`src/rtl/shared_io_pkg.sv`:
```
// constants for the shared i/o port with change notification
// Operation
// - per-pin muxes give output to peripheral or port
// - port output never loops into peripheral input
// - driving peripheral disables port driver, pin readable
// - idle enabled peripheral lets port drive pin
// - direction bit one is input, zero output
// - reset sets all implemented direction bits
// - latch reads and writes the latch
// - port read gives pins, write goes to latch
// - unimplemented bits read zero in direction, latch and port; open-drain and analog store them
// - input-only sharing pin stays a port pin
// - open-drain bit: drive low only, release high
// - analog-configured pins read low in port
// - selected change inputs raise interrupt, up to 31
// - change detection works with clocks stopped
// - per-input interrupt enables in two registers
// - per-input weak pull-up bits in two registers
package shared_io_pkg;

    // ****************************************************
    // register byte offsets
    // ****************************************************
    localparam logic [11:0] PIN_DIRECTION_OFF  = 12'h000;
    localparam logic [11:0] OUTPUT_LATCH_OFF   = 12'h004;
    localparam logic [11:0] PIN_LEVEL_OFF      = 12'h008;
    localparam logic [11:0] OPEN_DRAIN_OFF     = 12'h00C;
    localparam logic [11:0] ANALOG_CONFIG_OFF  = 12'h010;
    localparam logic [11:0] CHANGE_EN_LO_OFF   = 12'h014;
    localparam logic [11:0] CHANGE_EN_HI_OFF   = 12'h018;
    localparam logic [11:0] PULLUP_EN_LO_OFF   = 12'h01C;
    localparam logic [11:0] PULLUP_EN_HI_OFF   = 12'h020;
    localparam logic [11:0] CHANGE_FLAG_OFF    = 12'h024;

    // ****************************************************
    // field layout and reset values
    // ****************************************************
    localparam int          CN_LO_WIDTH        = 16;
    localparam logic [31:0] DIRECTION_RESET    = 32'hFFFF_FFFF;
    localparam logic [31:0] CLEAR_RESET        = 32'h0000_0000;

    // ****************************************************
    // bus answers
    // ****************************************************
    localparam logic [1:0]  RESP_OKAY          = 2'h0;
    localparam logic [1:0]  RESP_SLVERR        = 2'h2;

endpackage : shared_io_pkg

```
`src/rtl/io_pin_cell.sv`:
```
// one pin: ownership muxes, open-drain and loop-through blocking
`timescale 1ns/1ps
module io_pin_cell (
    // port state
    input  wire logic latch_bit,
    input  wire logic dir_bit,
    input  wire logic od_bit,
    input  wire logic impl_bit,
    input  wire logic input_only_bit,
    // sharing peripheral
    input  wire logic periph_en,
    input  wire logic periph_drive,
    input  wire logic periph_out,
    output logic      periph_in,
    // pad
    input  wire logic pad_level,
    output logic      pad_out,
    output logic      pad_oe
);
    logic periph_owns;
    logic port_drive;
    logic drive_val;
    logic drive_en;

    always_comb begin
        // input-only sharers never compete for the driver
        periph_owns = impl_bit & ~input_only_bit & periph_en & periph_drive;
        port_drive  = impl_bit & ~dir_bit & ~periph_owns;
        drive_val   = periph_owns ? periph_out : latch_bit;
        drive_en    = periph_owns | port_drive;
        pad_oe      = drive_en & ~(od_bit & drive_val);
        pad_out     = drive_val & ~od_bit & drive_en;
        // peripheral never sees the port's own drive
        periph_in   = pad_level & ~port_drive;
    end

endmodule : io_pin_cell

```
`src/rtl/shared_io_port.sv`:
```
// shared i/o port with change notification, axi4-lite register slave
`timescale 1ns/1ps
module shared_io_port #(
    parameter int                N_PINS          = 16,
    parameter int                CN_COUNT        = 31,
    parameter logic [N_PINS-1:0] IMPL_MASK       = '1,
    parameter logic [N_PINS-1:0] INPUT_ONLY_MASK = '0
) (
    // clock, reset, enable
    input  wire logic                clk_sys,
    input  wire logic                rstn,
    input  wire logic                ce,
    // axi4-lite write address
    input  wire logic [11:0]         s_axi_awaddr,
    input  wire logic                s_axi_awvalid,
    output logic                     s_axi_awready,
    // axi4-lite write data
    input  wire logic [31:0]         s_axi_wdata,
    input  wire logic [3:0]          s_axi_wstrb,
    input  wire logic                s_axi_wvalid,
    output logic                     s_axi_wready,
    // axi4-lite write response
    output logic [1:0]               s_axi_bresp,
    output logic                     s_axi_bvalid,
    input  wire logic                s_axi_bready,
    // axi4-lite read address
    input  wire logic [11:0]         s_axi_araddr,
    input  wire logic                s_axi_arvalid,
    output logic                     s_axi_arready,
    // axi4-lite read data
    output logic [31:0]              s_axi_rdata,
    output logic [1:0]               s_axi_rresp,
    output logic                     s_axi_rvalid,
    input  wire logic                s_axi_rready,
    // port pads
    input  wire logic [N_PINS-1:0]   pad_in,
    output logic [N_PINS-1:0]        pad_out,
    output logic [N_PINS-1:0]        pad_oe,
    // sharing peripherals
    input  wire logic [N_PINS-1:0]   periph_enable,
    input  wire logic [N_PINS-1:0]   periph_drive,
    input  wire logic [N_PINS-1:0]   periph_out,
    output logic [N_PINS-1:0]        periph_in,
    // change notification pins
    input  wire logic [CN_COUNT-1:0] change_notify_input,
    output logic [CN_COUNT-1:0]      pullup_enable,
    output logic                     change_irq,
    output logic                     wake_request
);
    localparam int LO_W = shared_io_pkg::CN_LO_WIDTH;
    localparam int HI_W = CN_COUNT - LO_W;

    // ****************************************************
    // state
    // ****************************************************
    logic [N_PINS-1:0]   pin_direction_reg, pin_direction_next;
    logic [N_PINS-1:0]   output_latch_reg, output_latch_next;
    logic [N_PINS-1:0]   open_drain_select_reg, open_drain_select_next;
    logic [N_PINS-1:0]   analog_pin_config_reg, analog_pin_config_next;
    logic [LO_W-1:0]     change_irq_enable_lo_reg, change_irq_enable_lo_next;
    logic [HI_W-1:0]     change_irq_enable_hi_reg, change_irq_enable_hi_next;
    logic [LO_W-1:0]     weak_pullup_enable_lo_reg, weak_pullup_enable_lo_next;
    logic [HI_W-1:0]     weak_pullup_enable_hi_reg, weak_pullup_enable_hi_next;
    logic [CN_COUNT-1:0] change_flag_reg, change_flag_next;

    logic [N_PINS-1:0]   pad_meta_reg, pad_sync_reg;
    logic [CN_COUNT-1:0] cn_meta_reg, cn_sync_reg, cn_prev_reg;
    logic                cn_primed_reg, cn_primed_next;

    logic                aw_held_reg, aw_held_next;
    logic [11:0]         awaddr_reg, awaddr_next;
    logic                w_held_reg, w_held_next;
    logic [31:0]         wdata_reg, wdata_next;
    logic [3:0]          wstrb_reg, wstrb_next;
    logic                bvalid_reg, bvalid_next;
    logic [1:0]          bresp_reg, bresp_next;
    logic                rvalid_reg, rvalid_next;
    logic [31:0]         rdata_reg, rdata_next;
    logic [1:0]          rresp_reg, rresp_next;

    logic [CN_COUNT-1:0] cn_enable;
    logic [N_PINS-1:0]   pin_level_view;
    logic                do_write;
    logic [11:0]         wr_word;
    logic [11:0]         rd_word;
    logic [31:0]         rd_value;
    logic                rd_hit;
    logic                wr_hit;
    logic [31:0]         merged;
    logic [31:0]         old_value;

    // byte-lane merge for partial writes
    function automatic logic [31:0] merge_bytes(input logic [31:0] old_v,
        input logic [31:0] new_v,
        input logic [3:0]  strb);
        logic [31:0] res;
        res = old_v;
        for (int b = 0; b < 4; b++) begin
            if (strb[b]) begin
                res[8*b +: 8] = new_v[8*b +: 8];
            end
        end
        return res;
    endfunction : merge_bytes

    // ****************************************************
    // pin cells
    // ****************************************************
    for (genvar i = 0; i < N_PINS; i++) begin : g_pin
        io_pin_cell u_cell (
            .latch_bit      (output_latch_reg[i]),
            .dir_bit        (pin_direction_reg[i]),
            .od_bit         (open_drain_select_reg[i]),
            .impl_bit       (IMPL_MASK[i]),
            .input_only_bit (INPUT_ONLY_MASK[i]),
            .periph_en      (periph_enable[i]),
            .periph_drive   (periph_drive[i]),
            .periph_out     (periph_out[i]),
            .periph_in      (periph_in[i]),
            .pad_level      (pad_sync_reg[i]),
            .pad_out        (pad_out[i]),
            .pad_oe         (pad_oe[i])
        );
    end

    // ****************************************************
    // change notification
    // ****************************************************
    always_comb begin
        cn_enable      = {change_irq_enable_hi_reg, change_irq_enable_lo_reg};
        pullup_enable  = {weak_pullup_enable_hi_reg, weak_pullup_enable_lo_reg};
        cn_primed_next = 1'b1;
        // first sample after reset has no history to compare against
        change_flag_next = change_flag_reg;
        if (do_write && wr_word == shared_io_pkg::CHANGE_FLAG_OFF) begin
            change_flag_next = change_flag_reg & ~merged[CN_COUNT-1:0];
        end
        if (cn_primed_reg) begin
            change_flag_next = change_flag_next | (cn_enable & (cn_sync_reg ^ cn_prev_reg));
        end
        change_irq = |change_flag_reg;

        // asynchronous path: still answers while the clock is stopped in sleep
        wake_request = |(cn_enable & (change_notify_input ^ cn_prev_reg));
    end

    // ****************************************************
    // axi4-lite handshakes
    // ****************************************************
    always_comb begin
        s_axi_awready = ce & ~aw_held_reg;
        s_axi_wready  = ce & ~w_held_reg;
        s_axi_arready = ce & ~rvalid_reg;
        s_axi_bvalid  = bvalid_reg;
        s_axi_bresp   = bresp_reg;
        s_axi_rvalid  = rvalid_reg;
        s_axi_rdata   = rdata_reg;
        s_axi_rresp   = rresp_reg;
        do_write      = aw_held_reg & w_held_reg & ~bvalid_reg;
        wr_word       = {awaddr_reg[11:2], 2'b00};
        rd_word       = {s_axi_araddr[11:2], 2'b00};
    end

    // ****************************************************
    // read decode
    // ****************************************************
    always_comb begin
        pin_level_view = pad_sync_reg & ~analog_pin_config_reg & IMPL_MASK;
        rd_hit   = 1'b1;
        rd_value = 32'h0000_0000;

        case (rd_word)
            shared_io_pkg::PIN_DIRECTION_OFF: rd_value = 32'(pin_direction_reg);
            shared_io_pkg::OUTPUT_LATCH_OFF:  rd_value = 32'(output_latch_reg);
            shared_io_pkg::PIN_LEVEL_OFF:     rd_value = 32'(pin_level_view);
            shared_io_pkg::OPEN_DRAIN_OFF:    rd_value = 32'(open_drain_select_reg);
            shared_io_pkg::ANALOG_CONFIG_OFF: rd_value = 32'(analog_pin_config_reg);
            shared_io_pkg::CHANGE_EN_LO_OFF:  rd_value = 32'(change_irq_enable_lo_reg);
            shared_io_pkg::CHANGE_EN_HI_OFF:  rd_value = 32'(change_irq_enable_hi_reg);
            shared_io_pkg::PULLUP_EN_LO_OFF:  rd_value = 32'(weak_pullup_enable_lo_reg);
            shared_io_pkg::PULLUP_EN_HI_OFF:  rd_value = 32'(weak_pullup_enable_hi_reg);
            shared_io_pkg::CHANGE_FLAG_OFF:   rd_value = 32'(change_flag_reg);
            default:                          rd_hit   = 1'b0;
        endcase
    end

    // ****************************************************
    // write decode and register next values
    // ****************************************************
    always_comb begin
        wr_hit    = 1'b1;
        old_value = 32'h0000_0000;
        case (wr_word)
            shared_io_pkg::PIN_DIRECTION_OFF: old_value = 32'(pin_direction_reg);
            shared_io_pkg::OUTPUT_LATCH_OFF,
            shared_io_pkg::PIN_LEVEL_OFF:     old_value = 32'(output_latch_reg);
            shared_io_pkg::OPEN_DRAIN_OFF:    old_value = 32'(open_drain_select_reg);
            shared_io_pkg::ANALOG_CONFIG_OFF: old_value = 32'(analog_pin_config_reg);
            shared_io_pkg::CHANGE_EN_LO_OFF:  old_value = 32'(change_irq_enable_lo_reg);
            shared_io_pkg::CHANGE_EN_HI_OFF:  old_value = 32'(change_irq_enable_hi_reg);
            shared_io_pkg::PULLUP_EN_LO_OFF:  old_value = 32'(weak_pullup_enable_lo_reg);
            shared_io_pkg::PULLUP_EN_HI_OFF:  old_value = 32'(weak_pullup_enable_hi_reg);
            shared_io_pkg::CHANGE_FLAG_OFF:   old_value = 32'h0000_0000;
            default:                          wr_hit    = 1'b0;
        endcase
        // flag clear uses only the strobed bytes of wdata
        merged = merge_bytes(old_value, wdata_reg, wstrb_reg);

        pin_direction_next         = pin_direction_reg;
        output_latch_next          = output_latch_reg;
        open_drain_select_next     = open_drain_select_reg;
        analog_pin_config_next     = analog_pin_config_reg;
        change_irq_enable_lo_next  = change_irq_enable_lo_reg;
        change_irq_enable_hi_next  = change_irq_enable_hi_reg;
        weak_pullup_enable_lo_next = weak_pullup_enable_lo_reg;
        weak_pullup_enable_hi_next = weak_pullup_enable_hi_reg;

        if (do_write) begin
            case (wr_word)
                shared_io_pkg::PIN_DIRECTION_OFF: pin_direction_next = merged[N_PINS-1:0] & IMPL_MASK;
                shared_io_pkg::OUTPUT_LATCH_OFF,
                shared_io_pkg::PIN_LEVEL_OFF:     output_latch_next = merged[N_PINS-1:0] & IMPL_MASK;
                shared_io_pkg::OPEN_DRAIN_OFF:    open_drain_select_next = merged[N_PINS-1:0];
                shared_io_pkg::ANALOG_CONFIG_OFF: analog_pin_config_next = merged[N_PINS-1:0];
                shared_io_pkg::CHANGE_EN_LO_OFF:  change_irq_enable_lo_next = merged[LO_W-1:0];
                shared_io_pkg::CHANGE_EN_HI_OFF:  change_irq_enable_hi_next = merged[HI_W-1:0];
                shared_io_pkg::PULLUP_EN_LO_OFF:  weak_pullup_enable_lo_next = merged[LO_W-1:0];
                shared_io_pkg::PULLUP_EN_HI_OFF:  weak_pullup_enable_hi_next = merged[HI_W-1:0];
                default: ;
            endcase
        end
    end

    // ****************************************************
    // bus channel next values
    // ****************************************************
    always_comb begin
        aw_held_next = aw_held_reg;
        awaddr_next  = awaddr_reg;
        w_held_next  = w_held_reg;
        wdata_next   = wdata_reg;
        wstrb_next   = wstrb_reg;
        bvalid_next  = bvalid_reg;
        bresp_next   = bresp_reg;
        rvalid_next  = rvalid_reg;
        rdata_next   = rdata_reg;
        rresp_next   = rresp_reg;

        if (s_axi_awvalid && s_axi_awready) begin
            aw_held_next = 1'b1;
            awaddr_next  = s_axi_awaddr;
        end
        if (s_axi_wvalid && s_axi_wready) begin
            w_held_next = 1'b1;
            wdata_next  = s_axi_wdata;
            wstrb_next  = s_axi_wstrb;
        end
        if (do_write) begin
            aw_held_next = 1'b0;
            w_held_next  = 1'b0;
            bvalid_next  = 1'b1;
            bresp_next   = wr_hit ? shared_io_pkg::RESP_OKAY : shared_io_pkg::RESP_SLVERR;
        end else if (bvalid_reg && s_axi_bready) begin
            bvalid_next = 1'b0;
        end

        if (s_axi_arvalid && s_axi_arready) begin
            rvalid_next = 1'b1;
            rdata_next  = rd_value;
            rresp_next  = rd_hit ? shared_io_pkg::RESP_OKAY : shared_io_pkg::RESP_SLVERR;
        end else if (rvalid_reg && s_axi_rready) begin
            rvalid_next = 1'b0;
        end
    end

    // ****************************************************
    // registers
    // ****************************************************
    always_ff @(posedge clk_sys or negedge rstn) begin
        if (!rstn) begin
            pin_direction_reg <= shared_io_pkg::DIRECTION_RESET[N_PINS-1:0] & IMPL_MASK;
            output_latch_reg <= '0;
            open_drain_select_reg <= '0;
            analog_pin_config_reg <= '0;
            change_irq_enable_lo_reg <= '0;
            change_irq_enable_hi_reg <= '0;
            weak_pullup_enable_lo_reg <= '0;
            weak_pullup_enable_hi_reg <= '0;

            change_flag_reg <= '0;

            pad_meta_reg <= '0;
            pad_sync_reg <= '0;

            cn_meta_reg <= '0;
            cn_sync_reg <= '0;
            cn_prev_reg <= '0;
            cn_primed_reg <= 1'b0;

            aw_held_reg <= 1'b0;
            awaddr_reg <= '0;
            w_held_reg <= 1'b0;
            wdata_reg <= shared_io_pkg::CLEAR_RESET;
            wstrb_reg <= '0;
            bvalid_reg <= 1'b0;
            bresp_reg <= shared_io_pkg::RESP_OKAY;
            rvalid_reg <= 1'b0;
            rdata_reg <= shared_io_pkg::CLEAR_RESET;
            rresp_reg <= shared_io_pkg::RESP_OKAY;
        end else if (ce) begin
            pin_direction_reg <= pin_direction_next;
            output_latch_reg <= output_latch_next;
            open_drain_select_reg <= open_drain_select_next;
            analog_pin_config_reg <= analog_pin_config_next;
            change_irq_enable_lo_reg <= change_irq_enable_lo_next;
            change_irq_enable_hi_reg <= change_irq_enable_hi_next;
            weak_pullup_enable_lo_reg <= weak_pullup_enable_lo_next;
            weak_pullup_enable_hi_reg <= weak_pullup_enable_hi_next;

            change_flag_reg <= change_flag_next;

            pad_meta_reg <= pad_in;
            pad_sync_reg <= pad_meta_reg;

            cn_meta_reg <= change_notify_input;
            cn_sync_reg <= cn_meta_reg;
            cn_prev_reg <= cn_sync_reg;
            cn_primed_reg <= cn_primed_next;

            aw_held_reg <= aw_held_next;
            awaddr_reg <= awaddr_next;
            w_held_reg <= w_held_next;
            wdata_reg <= wdata_next;
            wstrb_reg <= wstrb_next;
            bvalid_reg <= bvalid_next;
            bresp_reg <= bresp_next;
            rvalid_reg <= rvalid_next;
            rdata_reg <= rdata_next;
            rresp_reg <= rresp_next;
        end
    end

endmodule : shared_io_port

```
`config.mk`:
```
export PLATFORM = sky130hd
export DESIGN_NAME = shared_io_port
export DESIGN_NICKNAME = d
export VERILOG_FILES = /design/src/rtl/shared_io_pkg.sv /design/src/rtl/io_pin_cell.sv /design/src/rtl/shared_io_port.sv
export SDC_FILE = /design/constraint.sdc
export NUM_CORES = 1
export LEC_CHECK = 0
export CAP_MARGIN = 10
export CORE_MARGIN = 2
export CORE_UTILIZATION = 61
export CTS_BUF_LIST = sky130_fd_sc_hd__clkbuf_4
export CTS_CLUSTER_DIAMETER = 60
export DETAILED_ROUTE_END_ITERATION = 8
export DONT_BUFFER_PORTS = 1
export GPL_ROUTABILITY_DRIVEN = 0
export PLACE_DENSITY = 0.77
export SETUP_SLACK_MARGIN = 0.2
export SLEW_MARGIN = 0
export SYNTH_ARGS = -nofsm -noshare
export SYNTH_HDL_FRONTEND = slang
export SYNTH_SLANG_ARGS = --single-unit
```
`constraint.sdc`:
```
create_clock -name clk_sys -period 4.7 [get_ports clk_sys]
set_clock_uncertainty 0.05 [all_clocks]
set_input_delay 0.47 -clock clk_sys [delete_from_list [all_inputs] [get_ports clk_sys]]
set_output_delay 0.47 -clock clk_sys [all_outputs]
set_load 0.01 [all_outputs]
```
==> results of run 1 <==
metrics by stage:
| step | utilization | instances | setup WS [ns] |
|---|---|---|---|
| 2_1_floorplan | - | 1727 | 2.55 |
| 3_3_place_gp | 0.620 | 1985 | 1.60 |
| 3_5_place_dp | 0.620 | 1985 | 1.46 |
| 4_1_cts | 0.694 | 2249 | 1.46 |
| 5_1_grt | 0.694 | 2250 | 1.20 |
| 6_report | 0.694 | 2250 | 1.20 |
cell usage in the layout, fill, tap and decap left out, drive strengths merged, types with 16 or more instances in the layout:
cell and instances:
a21oi 61, a221oi 19, a22o 25, a22oi 55, a32o 32, buf 22, clkbuf 141, clkinv 20
dfrtp 349, dfstp 16, dlygate4sd3 98, mux2 192, mux2i 54, nand2 241, nand3 40, nor2 30
nor2b 24, o21ai 152, xor2 63
final timing paths:
| kind | end | slack (ns) | cells after the start |
|---|---|---|---|
| min in group clk_sys | s_axi_rdata[15]$_DFFE_PN0P_ | 0.03 | 3 |
| max | analog_pin_config_reg[10]$_DFFE_PN0P_ | 1.20 | 4 |
| max reg2reg | analog_pin_config_reg[10]$_DFFE_PN0P_ | 1.20 | 4 |
| min reg2reg | cn_sync_reg[24]$_DFFE_PN0P_ | 0.40 | 1 |
| max in group asynchronous | cn_sync_reg[8]$_DFFE_PN0P_ | 4.13 | 0 |
| min | pad_meta_reg[3]$_DFFE_PN0P_ | -0.65 | 0 |
repair_timing:
item | CTS | global route
hold endpoints to repair | 551 | 365
setup buffers | 0 | 0
gates resized for setup | 0 | 0
worst register-to-register path, delay by kind of cell (launching register included):
family                 cells  cell delay [ns]
and+or+nand+nor            2             1.81
AOI/OAI and AO/OA          1             0.51
DFF                        1             0.67
buffers and inverters      1             0.36
routing by layer:
metal  part of all wire  up-vias
li1                   -     6510
met1               0.36     7576
met2               0.42     1314
met3               0.15      335
met4              0.066        0
met5                  0        -
power groups by stage:
stage	Sequential [µW]	Combinational [µW]	Clock, µW
finish	4300	2300	2820
global route	4330	2420	3010
CTS	4240	2190	2810
detailed placement	4290	2090	0
global placement	4270	2020	0
floorplan	3950	1730	0
cells by family after synthesis:
family          Yosys count  synth area share
compound gates          447             0.165
flops                   365             0.492
mux                     248             0.148
buf+inv                 166            0.0466
simple gates            435             0.118
xor+xnor                 63            0.0297
other cells               1          0.000202
cell type report:
type                            count  share of cell area
Multi-Input combinational cell   1196               0.416
Clock buffer                      141              0.0512
Clock inverter                     24             0.00750
Antenna cell                        1            0.000121
Timing Repair Buffer              120              0.0564
Inverter                           13             0.00236
Sequential cell                   365               0.443
Tap cell                          390              0.0236
==> metrics.cfg, run 1 <==
[run_status]
outcome = finished, violations left
violations = hold timing

[yosys]
yosysUniqueCellTypes = 76
synth_warnings = 0
synth_edf_count = 0
synth_ff_type = dfrtp_1
netlist_area_mm2 = 0.0186
ys_top_cells_by_area = dfrtp_1 47%, mux2_2 12%, nand2_1 4.8%
synth-seq-cells = 365
postSynth.asyncResetShare = 1.00
syn_inst = 1725
synth_top_cell_area_share = 0.470
synth_area_per_cell_um2 = 10.8
yosysMostFrequentCell = dfrtp_1
yosys.area.top_type = dfrtp_1
netlist_top_cells_count = 349 x dfrtp_1, 238 x nand2_1, 192 x mux2_2
seq_area_frac_synth = 0.492

[global_routing]
grt_busiest_layer = met2
globalRouteMet3Util = 0.166
grt_pass1_vias = 15542
grt_use_met1 = 0.498
grt_pass1_wl_um = 92600
use_met2 = 0.574
grt_max_degree = 366
grt_usage = 0.394
overflow = 0
antenna_found_initial = 2

[power]
seq_power_share = 0.456
clkPwrFrac = 0.299
p_leak_uw = 0.00877
p_switching_uw = 3380
combPwrFrac = 0.244
p_sw_frac = 0.359
power.density_mw_per_mm2 = 456
vdd_drop_max_uv = 456
total_power_uw = 9420
internal_power_uw = 6040

[min_path]
hold_class = in2async

[detailed_routing]
ant_nets = 0
avgViaCountPerCell = 6.99
drc = 0
dr.pass1.iters = 8
drt_iter0_markers = 2151
wirelength_um = 62400
wl_per_cell_um = 27.7
vias = 15735

[placed_design]
hpwl_um = 41400
portBuffers = 0
placed_cell_area_mm2 = 0.0185

[timing]
fmax_mhz = 286
post-route-period-util = 0.745
setup_viol = 0
worst_slew_pin_slew_ns = 1.35
drv_slew = 0
slew_headroom = 0.0987
setup_tns_ns = 0
finalCriticalPeriod_ns = 3.50
timing.hold.ws_ns = -0.646
rsz0062_at_grt = no
finalHoldViolations = 362

[flow_run]
maxCapViolCount = 0

[floorplan]
die_w_um = 179
die_height_um = 179
io_pins = 285
dieArea_mm2 = 0.0319
core_mm2 = 0.0298
rows = 63
start_util = 0.624

[clock_tree]
cts_hold_buf = 99
clkTransAtPathRegs_ns = 0.07
cts_made_buffers = 94
clockBufferDepth = 3
worstSkewPairLatency_ns = 0.77
cts_tree = done
cts_max_level = 3
root_buffer = clkbuf_4
clkSinkCount = 365

[final_layout]
drive_above_1_share = 0.219
fillCellCount = 2184
seq_area_mm2 = 0.00915
multi_input_area_mm2 = 0.00861
design_area_mm2 = 0.0207
syn_to_final_growth_pct = 11.3
final_nets = 1953

[setup_path]
path_max_fanout = 19
critical_path_class = reg2reg
critical_path.cell_chain = buf_4, nor2_2, nand2_1, o21ai_0
worstSetupStartpointType = flop
cp.arrival_ns = 4.09
worst_r2r_startpoint = awaddr_reg[2]$_DFFE_PN0P_
critPathBufInv = 1
critPathMaxStageDelay_ns = 0.93
end_kind = flop
critPathLaunch = awaddr_reg[2]$_DFFE_PN0P_
crit_slowest_cell = nand2_1
cp_top_family = simple AND/OR/NAND/NOR gates
required_ns = 5.29

Note: power is estimated with default switching activity, not from simulation.
==> run 2, diff against run 1 <==
clock period = 3.3 ns   (was 4.7 ns; I/O delays follow)
==> run 2 against run 1 <==
Net effect:
- the flow finishes with violations (hold timing, slew limit)
- global-route usage decreased by 0.22 points
- count of clock-buffer cells in the layout up 8
- utilization increased by 0.89 points
- highest routed layer unchanged
==> metrics.cfg, run 2 (same netlist as run 1, synthesis figures left out) <==
[run_status]
outcome = finished, violations left
violations = hold timing, slew limit

[final_layout]
mostFrequentLayoutCell = dfrtp_1
final_cell_mix = 349 x dfrtp_1, 238 x nand2_1, 192 x mux2_2
syn_to_final_growth_pct = 12.7
fillCellCount = 2193
drive_above_1_share = 0.226
final_nets = 1981

[detailed_routing]
vias = 15748
ant_nets = 0
dr.pass1.iters = 7
drc = 0
avgViaCountPerCell = 6.92
wl_per_cell_um = 27.4
wirelength_um = 62400
drt_iter0_markers = 2266

[timing]
post-route-period-util = 0.931
rsz0062_at_grt = no
finalHoldViolations = 355
timing.hold.ws_ns = -0.765
slew_headroom = -0.0673
worst_slew_pin_slew_ns = 1.60
finalCriticalPeriod_ns = 3.07
setup_viol = 0
fmax_mhz = 326
setup_tns_ns = 0
drv_slew = 144

[clock_tree]
cts_made_buffers = 96
post_cts_buffers = 0
clkTransAtPathRegs_ns = 0.06
cts_resized = 0
clockBufferDepth = 3
cts_tree = done
cts_hold_buf = 112
cts_max_level = 3
root_buffer = clkbuf_4
clkSinkCount = 365
worstSkewPairLatency_ns = 0.77

[global_routing]
antenna_found_initial = 1
overflow = 0
grt_pass1_wl_um = 92200
grt_pass1_vias = 15338
grt_usage = 0.392
grt_max_degree = 366

[floorplan]
core_mm2 = 0.0298
die_height_um = 179
io_pins = 285
dieArea_mm2 = 0.0319
rows = 63
start_util = 0.624
die_w_um = 179

[setup_path]
critPathMaxStageDelay_ns = 0.45
cp_top_family = simple AND/OR/NAND/NOR gates
required_ns = 2.92
critical_path_class = reg2out
critPathBufInv = 0
path_max_fanout = 3
end_kind = primary output
worstSetupStartpointType = flop
critical_path.cell_chain = xor2_1, a22o_1, a221oi_1, nand4_1, or3_1
cp.arrival_ns = 2.69
crit_slowest_cell = or3_1

[min_path]
hold_class = in2async

[placed_design]
portBuffers = 0
hpwl_um = 41900

[power]
power.density_mw_per_mm2 = 648
vdd_drop_max_uv = 499
p_leak_uw = 0.00893

[flow_run]
maxCapViolCount = 0

run 2: changes by cell type in the layout (fill, tap and decap cells not counted), moves of 3 or more:
cell	before	now
clkinv_2	3	0
buf_4	21	34
clkinv_1	16	9
clkbuf_4	141	149
dlygate4sd3_1	98	110
run 2: routing by layer:
metal	up-vias	global-route usage	part of all wire
li1	6550	-	-
met1	7667	0.503	0.36
met2	1226	0.569	0.42
met3	305	0.152	0.15
met4	0	0.220	0.066
met5	-	0	0
run 2: final timing paths:
kind,start,to,slack [ns],depth (start not counted)
worst min-delay path,rstn,pad_meta_reg[3]$_DFFE_PN0P_,-0.77,0
worst max-delay path,cn_prev_reg[20]$_DFFE_PN0P_,wake_request,0.23,5
max in group asynchronous,rstn,open_drain_select_reg[12]$_DFFE_PN0P_,2.68,0
min in group clk_sys,s_axi_araddr[3],s_axi_rdata[0]$_DFFE_PN0P_,0.04,4
worst max register to register,awaddr_reg[7]$_DFFE_PN0P_,analog_pin_config_reg[3]$_DFFE_PN0P_,0.30,4
worst min register to register,cn_primed_reg$_DFFE_PN0P_,cn_primed_reg$_DFFE_PN0P_,0.41,1
run 2: stage by stage:
stage          total power [µW]  instances  cell area [µm²]  utilization  worst slack, ns
2_1_floorplan              8090       1727            18600            -             1.15
3_3_place_gp               8990       1998            18500        0.622            0.694
3_5_place_dp               9110       1998            18500        0.622            0.507
4_1_cts                   13400       2273            20900        0.703            0.327
5_1_grt                   14000       2274            20900        0.703            0.223
6_report                  13600       2275            20900        0.703            0.228
run 2: worst register-to-register path, cell delays in order (launching register included):
cell and delay (ns):
dfrtp_1 0.39, or4_1 0.75, nor4_2 0.57, nand2_1 0.67, o21ai_0 0.43
run 2: layout make-up:
class	count	area (µm²)	share of cell area
sequential	365	9150	0.437
multi-input combinational	1196	8590	0.410
timing repair buffer	146	1400	0.0670
clock buffer	149	1120	0.0534
tap	390	488	0.0233
clock inverter	14	136	0.00651
inverter	13	48.8	0.00233
antenna	2	5.00	0.000239
run 2: power breakdown:
part           internal [µW]  switching, µW  total [µW]
Combinational           1400           1970        3370
Sequential              5150            893        6040
Clock                   2260           1900        4160
Total                   8810           4770       13600
